### src/resmon_defs.vh
// constants for the reservation monitor
`ifndef RESMON_DEFS_VH
`define RESMON_DEFS_VH
`define RESMON_AW          64
`define RESMON_DW          64
`define RESMON_GRAN_LSB    7
`define RESMON_TAG_W       57
`define RESMON_SZ_WORD     1'b0
`define RESMON_SZ_DWORD    1'b1
`define RESMON_WORD_ALIGN  2
`define RESMON_DWORD_ALIGN 3
`define RESMON_CR_BIT      2
`define RESMON_CR_W        4
`define RESMON_CR_ZERO     4'h0
`define RESMON_ADDR_ZERO   64'h0000000000000000
`define RESMON_DATA_ZERO   64'h0000000000000000
`define RESMON_TAG_ZERO    57'h000000000000000
`define RESMON_WORD_LOW_ZERO  2'h0
`define RESMON_DWORD_LOW_ZERO 3'h0
`define RESMON_BUILD_32    0
`endif

### src/resmon_monitor.v
// reservation monitor: one granule reservation, conditional store decision
`timescale 1ns/100ps
`default_nettype none
`include "resmon_defs.vh"

// Contract
// a reserve load returns the addressed data and reserves the aligned 128-byte granule holding the address.
// a conditional store with no reservation held completes without writing memory.
// after a conditional store bit 2 of first_condition_field is one if the write happened and zero otherwise.
// at most one reservation is held and a later reserve load may move it.
// a new word or doubleword reserve load drops the old reservation and records the new address.
// any conditional store from this element clears the reservation whatever its address.
// another element's store, block-zero or referenced/changed bit update to the granule clears the reservation.
// another element's touch-for-store, block-store or flush to the granule may clear it; here it clears.
// any other mechanism modifying the granule clears it; the holder's own bit update leaves it alone.
// exceptions and interrupts leave the reservation untouched.
// a matched pair gives an atomic word update, and doubleword only in the 64-bit build.
// the core supplies naturally aligned addresses for reserve and conditional store.
// the core pairs reserves and conditional stores by size and address; a lone conditional store only clears.
// a reserve load never followed by a conditional store is accepted without error.
// the core should place no flush between a reserve load and its conditional store.
// reset clears the reservation so an early conditional store fails and reports zero.
module resmon_monitor #(
   parameter IS_64BIT = 1
) (
   input  wire                      clk_in,
   input  wire                      rst_in,
   input  wire                      rsv_ld_in,
   input  wire                      cond_st_in,
   input  wire                      op_size_in,
   input  wire [`RESMON_AW-1:0]     op_addr_in,
   input  wire [`RESMON_DW-1:0]     st_data_in,
   input  wire                      mem_rd_valid_in,
   input  wire [`RESMON_DW-1:0]     mem_rd_data_in,
   input  wire                      snoop_valid_in,
   input  wire [`RESMON_AW-1:0]     snoop_addr_in,
   input  wire                      snoop_modify_in,
   input  wire                      snoop_cache_op_in,
   input  wire                      own_rc_update_in,
   input  wire                      exception_in,
   output reg                       mem_rd_req_out,
   output reg  [`RESMON_AW-1:0]     mem_addr_out,
   output reg                       mem_wr_out,
   output reg  [`RESMON_DW-1:0]     mem_wr_data_out,
   output reg                       mem_wr_size_out,
   output reg                       ld_valid_out,
   output reg  [`RESMON_DW-1:0]     ld_data_out,
   output reg                       st_done_out,
   output reg  [`RESMON_CR_W-1:0]   first_condition_field_out,
   output reg                       rsv_valid_out,
   output reg                       align_err_out
);

   localparam ST_IDLE = 2'b01;
   localparam ST_LOAD = 2'b10;

   // control and reservation state
   reg  [1:0]                 state_r;
   reg  [1:0]                 state_nxt;
   reg  [`RESMON_TAG_W-1:0]   rsv_tag_r;
   reg  [`RESMON_TAG_W-1:0]   rsv_tag_nxt;
   reg                        rsv_valid_nxt;
   reg                        align_err_nxt;
   // memory request side
   reg                        mem_rd_req_nxt;
   reg  [`RESMON_AW-1:0]      mem_addr_nxt;
   reg                        mem_wr_nxt;
   reg  [`RESMON_DW-1:0]      mem_wr_data_nxt;
   reg                        mem_wr_size_nxt;
   // results toward the core
   reg                        ld_valid_nxt;
   reg  [`RESMON_DW-1:0]      ld_data_nxt;
   reg                        st_done_nxt;
   reg  [`RESMON_CR_W-1:0]    cr_nxt;

   wire [`RESMON_TAG_W-1:0]   op_tag;
   wire [`RESMON_TAG_W-1:0]   snoop_tag;
   wire                       word_misaligned;
   wire                       dword_misaligned;
   wire                       misaligned;
   wire                       size_ok;
   wire                       op_bad;
   wire                       idle;
   wire                       rsv_take;
   wire                       rsv_start;
   wire                       cs_take;
   wire                       ld_return;
   wire                       snoop_clears;
   wire                       snoop_hit;
   wire                       st_ok;
   wire                       cs_write;

   assign op_tag    = op_addr_in[`RESMON_AW-1:`RESMON_GRAN_LSB];
   assign snoop_tag = snoop_addr_in[`RESMON_AW-1:`RESMON_GRAN_LSB];

   // the core is trusted to align; a slip is flagged and the op dropped
   assign word_misaligned  = (op_addr_in[`RESMON_WORD_ALIGN-1:0] != `RESMON_WORD_LOW_ZERO);
   assign dword_misaligned = (op_addr_in[`RESMON_DWORD_ALIGN-1:0] != `RESMON_DWORD_LOW_ZERO);
   assign misaligned       = (op_size_in == `RESMON_SZ_DWORD) ? dword_misaligned : word_misaligned;
   // doubleword pairs refused in a 32-bit build
   assign size_ok = (op_size_in == `RESMON_SZ_WORD) || (IS_64BIT != `RESMON_BUILD_32);
   assign op_bad  = misaligned || !size_ok;

   // a reserve outranks a conditional store in the same cycle; both are ignored while a load is pending
   assign idle      = (state_r == ST_IDLE);
   assign rsv_take  = idle && rsv_ld_in;
   assign rsv_start = rsv_take && !op_bad;
   assign cs_take   = idle && !rsv_ld_in && cond_st_in;
   assign ld_return = (state_r == ST_LOAD) && mem_rd_valid_in;

   // any remote modify, and every remote cache op: clearing on those is the safe choice
   assign snoop_clears = snoop_modify_in || snoop_cache_op_in; // see R7 see R8
   assign snoop_hit    = snoop_valid_in && snoop_clears && (snoop_tag == rsv_tag_r);
   // judged on the reservation as it stood, so a remote hit in the same cycle fails the store
   assign st_ok    = rsv_valid_out && !snoop_hit && !op_bad;
   assign cs_write = cs_take && st_ok;

   // reservation and sequencing
   always @* begin
      state_nxt     = state_r;
      rsv_tag_nxt   = rsv_tag_r;
      rsv_valid_nxt = rsv_valid_out;
      align_err_nxt = 1'b0;
      // exception_in and own_rc_update_in are not decoded: the reservation outlives both, see R9
      if (snoop_hit) begin
         rsv_valid_nxt = 1'b0;
      end
      case (state_r)
         ST_IDLE: begin
            if (rsv_take) begin
               if (op_bad) begin
                  align_err_nxt = 1'b1;
               end else begin
                  // one tag register: a new reserve replaces the old, see R4
                  rsv_tag_nxt   = op_tag;
                  rsv_valid_nxt = 1'b1;
                  state_nxt     = ST_LOAD;
               end
            end else if (cs_take) begin
               // cleared whatever the address
               rsv_valid_nxt = 1'b0;
               align_err_nxt = op_bad;
            end
         end
         ST_LOAD: begin
            // nothing waits for a conditional store
            if (ld_return) begin
               state_nxt = ST_IDLE;
            end
         end
         default: begin
            state_nxt = ST_IDLE;
         end
      endcase
   end

   // requests toward memory
   always @* begin
      mem_rd_req_nxt  = rsv_start;
      mem_addr_nxt    = mem_addr_out;
      mem_wr_nxt      = cs_write;
      mem_wr_data_nxt = mem_wr_data_out;
      mem_wr_size_nxt = mem_wr_size_out;
      if (rsv_start) begin
         mem_addr_nxt = op_addr_in;
      end else if (cs_write) begin
         mem_addr_nxt    = op_addr_in;
         mem_wr_data_nxt = st_data_in;
         mem_wr_size_nxt = op_size_in;
      end
   end

   // results toward the core
   always @* begin
      ld_valid_nxt = ld_return;
      ld_data_nxt  = ld_data_out;
      st_done_nxt  = cs_take;
      cr_nxt       = first_condition_field_out;
      if (ld_return) begin
         ld_data_nxt = mem_rd_data_in;
      end
      if (cs_take) begin
         cr_nxt                 = `RESMON_CR_ZERO;
         cr_nxt[`RESMON_CR_BIT] = st_ok;
      end
   end

   always @(posedge clk_in) begin
      if (rst_in) begin
         state_r       <= ST_IDLE;
         rsv_tag_r     <= `RESMON_TAG_ZERO;
         rsv_valid_out <= 1'b0;
         align_err_out <= 1'b0;
      end else begin
         state_r       <= state_nxt;
         rsv_tag_r     <= rsv_tag_nxt;
         rsv_valid_out <= rsv_valid_nxt;
         align_err_out <= align_err_nxt;
      end
   end

   always @(posedge clk_in) begin
      if (rst_in) begin
         mem_rd_req_out  <= 1'b0;
         mem_addr_out    <= `RESMON_ADDR_ZERO;
         mem_wr_out      <= 1'b0;
         mem_wr_data_out <= `RESMON_DATA_ZERO;
         mem_wr_size_out <= `RESMON_SZ_WORD;
      end else begin
         mem_rd_req_out  <= mem_rd_req_nxt;
         mem_addr_out    <= mem_addr_nxt;
         mem_wr_out      <= mem_wr_nxt;
         mem_wr_data_out <= mem_wr_data_nxt;
         mem_wr_size_out <= mem_wr_size_nxt;
      end
   end

   always @(posedge clk_in) begin
      if (rst_in) begin
         ld_valid_out              <= 1'b0;
         ld_data_out               <= `RESMON_DATA_ZERO;
         st_done_out               <= 1'b0;
         first_condition_field_out <= `RESMON_CR_ZERO;
      end else begin
         ld_valid_out              <= ld_valid_nxt;
         ld_data_out               <= ld_data_nxt;
         st_done_out               <= st_done_nxt;
         first_condition_field_out <= cr_nxt;
      end
   end

endmodule
`default_nettype wire

### config.mk
export PLATFORM = sky130hd
export DESIGN_NAME = resmon_monitor
export DESIGN_NICKNAME = d
export VERILOG_FILES = /design/src/resmon_monitor.v
export VERILOG_INCLUDE_DIRS = /design/src
export SDC_FILE = /design/constraint.sdc
export NUM_CORES = 1
export LEC_CHECK = 0
export ABC_CLOCK_PERIOD_IN_PS = 2400
export BUFFER_PORTS_ARGS = -buffer_cell sky130_fd_sc_hd__buf_2
export CORE_AREA = 2 2 183 185
export CTS_CLUSTER_SIZE = 28
export DETAILED_ROUTE_END_ITERATION = 8
export DIE_AREA = 0 0 185 187
export GPL_ROUTABILITY_DRIVEN = 0
export GPL_TIMING_DRIVEN = 0
export PLACE_DENSITY = 0.65
export SYNTH_ARGS = -nofsm -noshare
export SYNTH_HDL_FRONTEND = slang
export SYNTH_SLANG_ARGS = --single-unit
### constraint.sdc
create_clock -name clk_in -period 2.4 [get_ports clk_in]
set_input_delay 0.72 -clock clk_in [delete_from_list [all_inputs] [get_ports clk_in]]
set_output_delay 0.72 -clock clk_in [all_outputs]
set_load 0.02 [all_outputs]
### Word-level counts from Yosys, hierarchy flattened

Index checks and enable logic that the tools add are counted.
W data, S select, Z words.

* flip-flop bits (word level): 259
* bits of input ports: 267
* output and inout port bits: 203
* logic and storage cells: 58

* equal/unequal tests: 6
* mux-type cells: 15
* bitwise logic cells: 3
* reductions and logical operators: 21

Operators with widths (count)
* $mux W64: 2
* $eq A57 B57 Y1: 1
* $logic_and A1 B1 Y1: 10
* $mux W1: 9
* $mux W2: 3
* $reduce_and A3 Y1: 2
* $ne A2 B2 Y1 const B: 2
* $pmux W2 S2: 1
* $reduce_bool A2 Y1: 2
* $logic_not A1 Y1: 3
* $not A1 Y1: 3
* $reduce_bool A3 Y1: 1
* $eq A2 B1 Y1 const B: 1
* $eq A2 B2 Y1 const B: 1
* $ne A2 B1 Y1 const B: 1
* $reduce_and A2 Y1: 1
* $reduce_or A2 Y1: 1
* $logic_or A1 B1 Y1: 1

### Longest topological paths before layout

* depth in word-level cells: 9
* depth in mapped cells: 9
* mapped depth without buffers: 7

### Least setup slack after synthesis

No wires, ideal clock.

* path type: input-to-reg
* start point: in snoop_addr_in[63]
* end point: reg mem_wr_data_out[57]
* library setup time: 128 ps
* arrival time: 2226 ps
* required time: 2272 ps
* path slack: 46 ps
* cell stages on the path: 9
* path buffers: 2
* cells stage by stage: xor2_1 -> nor4_1 -> nand4_1 -> nor4b_2 -> a21bo_2 -> buf_6 -> buf_8 -> mux2i_1 -> nor2_1

* word-level cells in the longest chain between the ends: 7

RTL lines
* start, declared: line resmon_monitor.v:36 `` input wire [`RESMON_AW-1:0] snoop_addr_in, ``
* $eq A57 B57 Y1: line resmon_monitor.v:113 `assign snoop_hit = snoop_valid_in && snoop_clears && (snoop_tag == rsv_tag_r);`
* $logic_and A1 B1 Y1: line resmon_monitor.v:113
* $logic_not A1 Y1: line resmon_monitor.v:115 `assign st_ok = rsv_valid_out && !snoop_hit && !op_bad;`
* $logic_and A1 B1 Y1 (2 in a row): line resmon_monitor.v:115
* $logic_and A1 B1 Y1: line resmon_monitor.v:116 `assign cs_write = cs_take && st_ok;`
* $reduce_and A2 Y1 (no line)
* end signal, assigned: line resmon_monitor.v:207 `` mem_wr_data_out <= `RESMON_DATA_ZERO; ``
* end signal, assigned: line resmon_monitor.v:213 `mem_wr_data_out <= mem_wr_data_nxt;`
* end, declared: line resmon_monitor.v:44 `` output reg [`RESMON_DW-1:0] mem_wr_data_out, ``

No other way between the ends.
A chain may end at the register's enable or synchronous reset.

### Worst setup path after layout

* start point: in snoop_addr_in[58]
* end point: reg mem_addr_out[12]

* word-level cells in the longest chain between the ends: 7

RTL lines
* $eq A57 B57 Y1: line resmon_monitor.v:113
* $logic_and A1 B1 Y1: line resmon_monitor.v:113
* $logic_not A1 Y1: line resmon_monitor.v:115
* $logic_and A1 B1 Y1 (2 in a row): line resmon_monitor.v:115
* $logic_and A1 B1 Y1: line resmon_monitor.v:116
* $reduce_bool A2 Y1 (no line)
* end signal, assigned: line resmon_monitor.v:205 `` mem_addr_out <= `RESMON_ADDR_ZERO; ``
* end signal, assigned: line resmon_monitor.v:211 `mem_addr_out <= mem_addr_nxt;`
* end, declared: line resmon_monitor.v:42 `` output reg [`RESMON_AW-1:0] mem_addr_out, ``

No other way between the ends.

==> impl_metrics.sql <==
INSERT INTO impl_metrics (metric_group, metric, value, unit) VALUES
('sta', 'timing.final.ws_setup', '-15.1', 'ps'),
('setup_path', 'cp_data_required_time', '2810', 'ps'),
('global_routing', 'grt_overflow_total', '0', ''),
('global_routing', 'grt_pass1_vias', '9704', ''),
('setup_path', 'worst_setup_path_endpoint', 'mem_addr_out[12]', ''),
('floorplanning', 'floorplan.die.width', '185', 'µm'),
('routing', 'detail_route.first_pass.iterations', '6', ''),
('clocking', 'cts_made_buffers', '28', ''),
('setup_path', 'reg2reg_slack', '-10', 'ps'),
('routing', 'vias', '9870', ''),
('floorplanning', 'chipHeight', '187', 'µm'),
('clocking', 'cts.root.buffer_cell', 'sky130_fd_sc_hd__clkbuf_16', ''),
('power', 'power.leakage', '0.00691', 'µW'),
('finish', 'multi_input_gate_area_in_the_final_layout', '4630', 'µm²'),
('sta', 'max_freq', '414', 'MHz'),
('clocking', 'clk_pin_slew_worst_paths', '60', 'ps'),
('routing', 'via_per_inst', '4.67', ''),
('routing', 'wire_per_inst', '18.2', 'µm'),
('sta', 'setup_total_negative_slack', '-118', 'ps'),
('finish', 'fillerInstances', '3355', ''),
('setup_path', 'r2r.worst_path.cells', '10', ''),
('floorplanning', 'fp.coreArea', '32900', 'µm²'),
('power', 'power.ir.vdd_worst', '0.000487', 'V'),
('status', 'status', 'finished with violations', ''),
('setup_path', 'endpoint_kind', 'flop', ''),
('clocking', 'h-tree-depth', '1', ''),
('setup_path', 'cp_max_fo', '10', ''),
('finish', 'stdcell_area', '14600', 'µm²'),
('sta', 'hold_violations', '0', ''),
('run', 'cap_violations', '0', ''),
('yosys', 'syn-instance-count', '1140', ''),
('yosys', 'synth.yosys.warnings', '0', ''),
('sta', 'timing.max_slew.rel_slack', '41.1', '%'),
('setup_path', 'worstSetupPathType', 'primary input to flop', ''),
('setup_path', 'cp_data_arrival_time', '2820', 'ps'),
('routing', 'initialDrtViolationCount', '410', ''),
('finish', 'areaGrowthSynthToFinish', '43.1', '%'),
('global_routing', 'globalRouteTotalUtil', '20.9', '%'),
('global_routing', 'grt_pass1_wl', '56000', 'µm'),
('finish', 'design.final.nets', '1908', ''),
('sta', 'fin_crit_sh', '101', '%'),
('placement', 'placedInstanceArea', '13000', 'µm²'),
('yosys', 'synth_seq_cells', '259', ''),
('placement', 'setup_slack_at_placement', '-1080', 'ps'),
('yosys', 'ys_seq_area_share', '51.0', '%'),
('routing', 'drt.antenna.violating_nets', '0', ''),
('floorplanning', 'initial_core_util', '31.0', '%'),
('global_routing', 'antenna_found_initial', '3', ''),
('finish', 'regArea', '5190', 'µm²'),
('yosys', 'total_standard_cell_area_after_synthesis', '10200', 'µm²'),
('setup_path', 'critical_path.reg2reg.endpoint', 'mem_addr_out[12]', ''),
('yosys', 'synth_cell_type_count', '31', ''),
('clocking', 'clock-sinks', '259', ''),
('routing', 'sum_of_routed_wire_length_over_all_layers', '38500', 'µm'),
('status', 'violations', 'negative setup slack', ''),
('setup_path', 'worst_setup_path_startpoint', 'snoop_addr_in[58]', ''),
('sta', 'timing.clock.skew', '13.8', 'ps'),
('yosys', 'synth_top_area_share', '51.0', '%'),
('finish', 'ratio_of_cells_with_drive_above_1_in_the_final_layout', '37.9', '%'),
('clocking', 'ctsHoldBuffers', '0', ''),
('placement', 'port-buffer-count', '456', ''),
('yosys', 'synthTopCellsByArea', 'sky130_fd_sc_hd__dfxtp_1 51%, sky130_fd_sc_hd__a21oi_1 9.1%, sky130_fd_sc_hd__nand2_1 9.0%, sky130_fd_sc_hd__mux2i_1 6.4%, sky130_fd_sc_hd__a21bo_2 6.2%', ''),
('sta', 'worstMarginPinSlew', '883', 'ps'),
('sta', 'grt_setup_unrepaired', 'yes', ''),
('sta', 'final-max-slew-violation-count', '0', ''),
('sta', 'final_period_minus_worst_setup_slack', '2420', 'ps'),
('clocking', 'clk-insertion-delay-late', '540', 'ps'),
('hold_path', 'timing.hold.worst.class', 'primary input to flop', ''),
('global_routing', 'pin_count_of_the_biggest_net_entering_global_routing', '14', ''),
('clocking', 'clock_tree_from_tritoncts', 'done', ''),
('setup_path', 'r2r-start', 'rsv_tag_r[51]', ''),
('sta', 'setup-violations-final', '14', ''),
('setup_path', 'worst_setup_path_start_kind', 'primary input', ''),
('clocking', 'cts-root-to-sink-buffers', '3', ''),
('routing', 'drcViolationCount', '0', ''),
('floorplanning', 'floorplan.rows', '67', ''),
('yosys', 'synth_area_per_cell', '8.93', 'µm²'),
('placement', 'post-dp-hpwl', '30000', 'µm'),
('power', 'power_per_cell_area', '662', 'nW/µm²'),
('floorplanning', 'pin_count', '470', ''),
('floorplanning', 'die_area', '34600', 'µm²'),
('yosys', 'yosysTopAreaCell', 'sky130_fd_sc_hd__dfxtp_1', '');
## cells in the mapped netlist, drive strengths merged
library cell and number:
xnor2 13, a211oi 1, a22oi 1, nand4 5
nor3 2, nand3 63, a21bo 63, clkbuf 66
inv 3, mux2i 65, conb 1, a21oi 186
buf 28, dfxtp 259, and2b 1, nand3b 2
nor2 71, and3b 4, nor4b 2, o221ai 1
nand2 245, nor3b 1, xor2 42, nor4 11
and3 2, o21ai 2
## cells in the final DEF, fill, tap and decap left out, types with 5 or more instances in the layout
cell type	Yosys	routed
sky130_fd_sc_hd__a21oi_1	186	176
sky130_fd_sc_hd__nand3_1	63	63
sky130_fd_sc_hd__clkbuf_1	66	66
sky130_fd_sc_hd__mux2i_1	65	62
sky130_fd_sc_hd__nand4_1	5	5
sky130_fd_sc_hd__buf_8	5	5
sky130_fd_sc_hd__xnor2_1	13	13
sky130_fd_sc_hd__a21oi_2	0	10
sky130_fd_sc_hd__buf_2	0	456
sky130_fd_sc_hd__buf_4	9	6
sky130_fd_sc_hd__clkinv_2	0	8
sky130_fd_sc_hd__nor4_1	11	8
sky130_fd_sc_hd__xor2_1	42	40
sky130_fd_sc_hd__a21bo_4	0	9
sky130_fd_sc_hd__buf_12	2	10
sky130_fd_sc_hd__buf_1	4	5
sky130_fd_sc_hd__nand2_1	245	245
sky130_fd_sc_hd__dfxtp_1	259	256
sky130_fd_sc_hd__nor2_1	71	71
sky130_fd_sc_hd__a21bo_2	63	54
sky130_fd_sc_hd__clkbuf_16	0	37
sky130_fd_sc_hd__buf_6	8	7
## logic make-up after synthesis
kind of cell    after synthesis  synth area share [%]
flops                       259                  51.0
other cells                   1                0.0369
xor+xnor                     55                  4.73
compound gates              254                  15.7
buf+inv                      97                  5.37
simple gates                409                  16.8
mux                          65                  6.39
## report_power, final
group / leakage [µW] / internal [µW] / switching, µW / total (µW)
clock network: 0.000480 / 2750 / 1750 / 4490
logic: 0.00434 / 320 / 414 / 734
registers: 0.00209 / 4360 / 41.9 / 4410
## flip-flops by register name, indices dropped and copies added (netlist names), 2 cells and up
signal           count
state_r              2
ld_data_out         64
rsv_tag_r           57
mem_addr_out        64
mem_wr_data_out     64
## repair_timing
action / 4_1_cts / 5_1_grt
cloned: 3 / 8
setup endpoints to repair: 191 / 136
pin swaps: 5 / 13
gates resized for setup: 25 / 39
buffers inserted: 2 / 2
## routing by layer
layer  GRT usage (%)  vias up  share of wire, %  routed length, µm
met4            4.12        0               1.3                505
met5               0        -                 0                  0
met1            24.8     4661                41              15600
met3            4.21       42               6.5               2500
met2            38.7      346                52              19900
li1                -     4821                 -                  -
## critical path, cell delays in order
cell and delay [ps]:
sky130_fd_sc_hd__buf_2 120, sky130_fd_sc_hd__xor2_2 180, sky130_fd_sc_hd__nor4_2 350, sky130_fd_sc_hd__nand4_1 250
sky130_fd_sc_hd__nor4b_4 330, sky130_fd_sc_hd__a21bo_4 240, sky130_fd_sc_hd__buf_12 120, sky130_fd_sc_hd__buf_16 140
sky130_fd_sc_hd__buf_4 170, sky130_fd_sc_hd__a21bo_2 140, sky130_fd_sc_hd__a21oi_1 60
## cell type report
cell class | count | share of cell area, %
clock inverter | 12 | 1.10
sequential | 259 | 35.6
inverter | 3 | 0.0774
buffer | 93 | 4.23
timing repair buffer | 470 | 17.7
multi-input combinational | 786 | 31.8
antenna | 4 | 0.0688
clock buffer | 38 | 5.49
tap | 448 | 3.85
## worst min path at each step
stage	from	to	slack, ps	cells past startpoint
after floorplan	rsv_tag_r[14]	rsv_tag_r[14]	440	2
after global placement	ld_data_out[0]	ld_data_out[0]	440	2
after detailed placement	ld_data_out[57]	ld_data_out[57]	440	2
after CTS	mem_rd_data_in[51]	ld_data_out[51]	390	3
after global routing	st_data_in[51]	mem_wr_data_out[51]	390	3
final	st_data_in[21]	mem_wr_data_out[21]	410	3
## stage by stage
step / utilization (%) / std cells / hold slack (ps) / total power [µW]
2_1_floorplan: - / 1142 / 436 / 4810
3_3_place_gp: 39.6 / 2046 / 440 / 5210
3_5_place_dp: 39.6 / 2046 / 444 / 5220
4_1_cts: 43.2 / 2101 / 387 / 9720
5_1_grt: 44.3 / 2112 / 388 / 9960
6_report: 44.3 / 2113 / 408 / 9630
No activity file was read; power rests on OpenSTA's default activity.
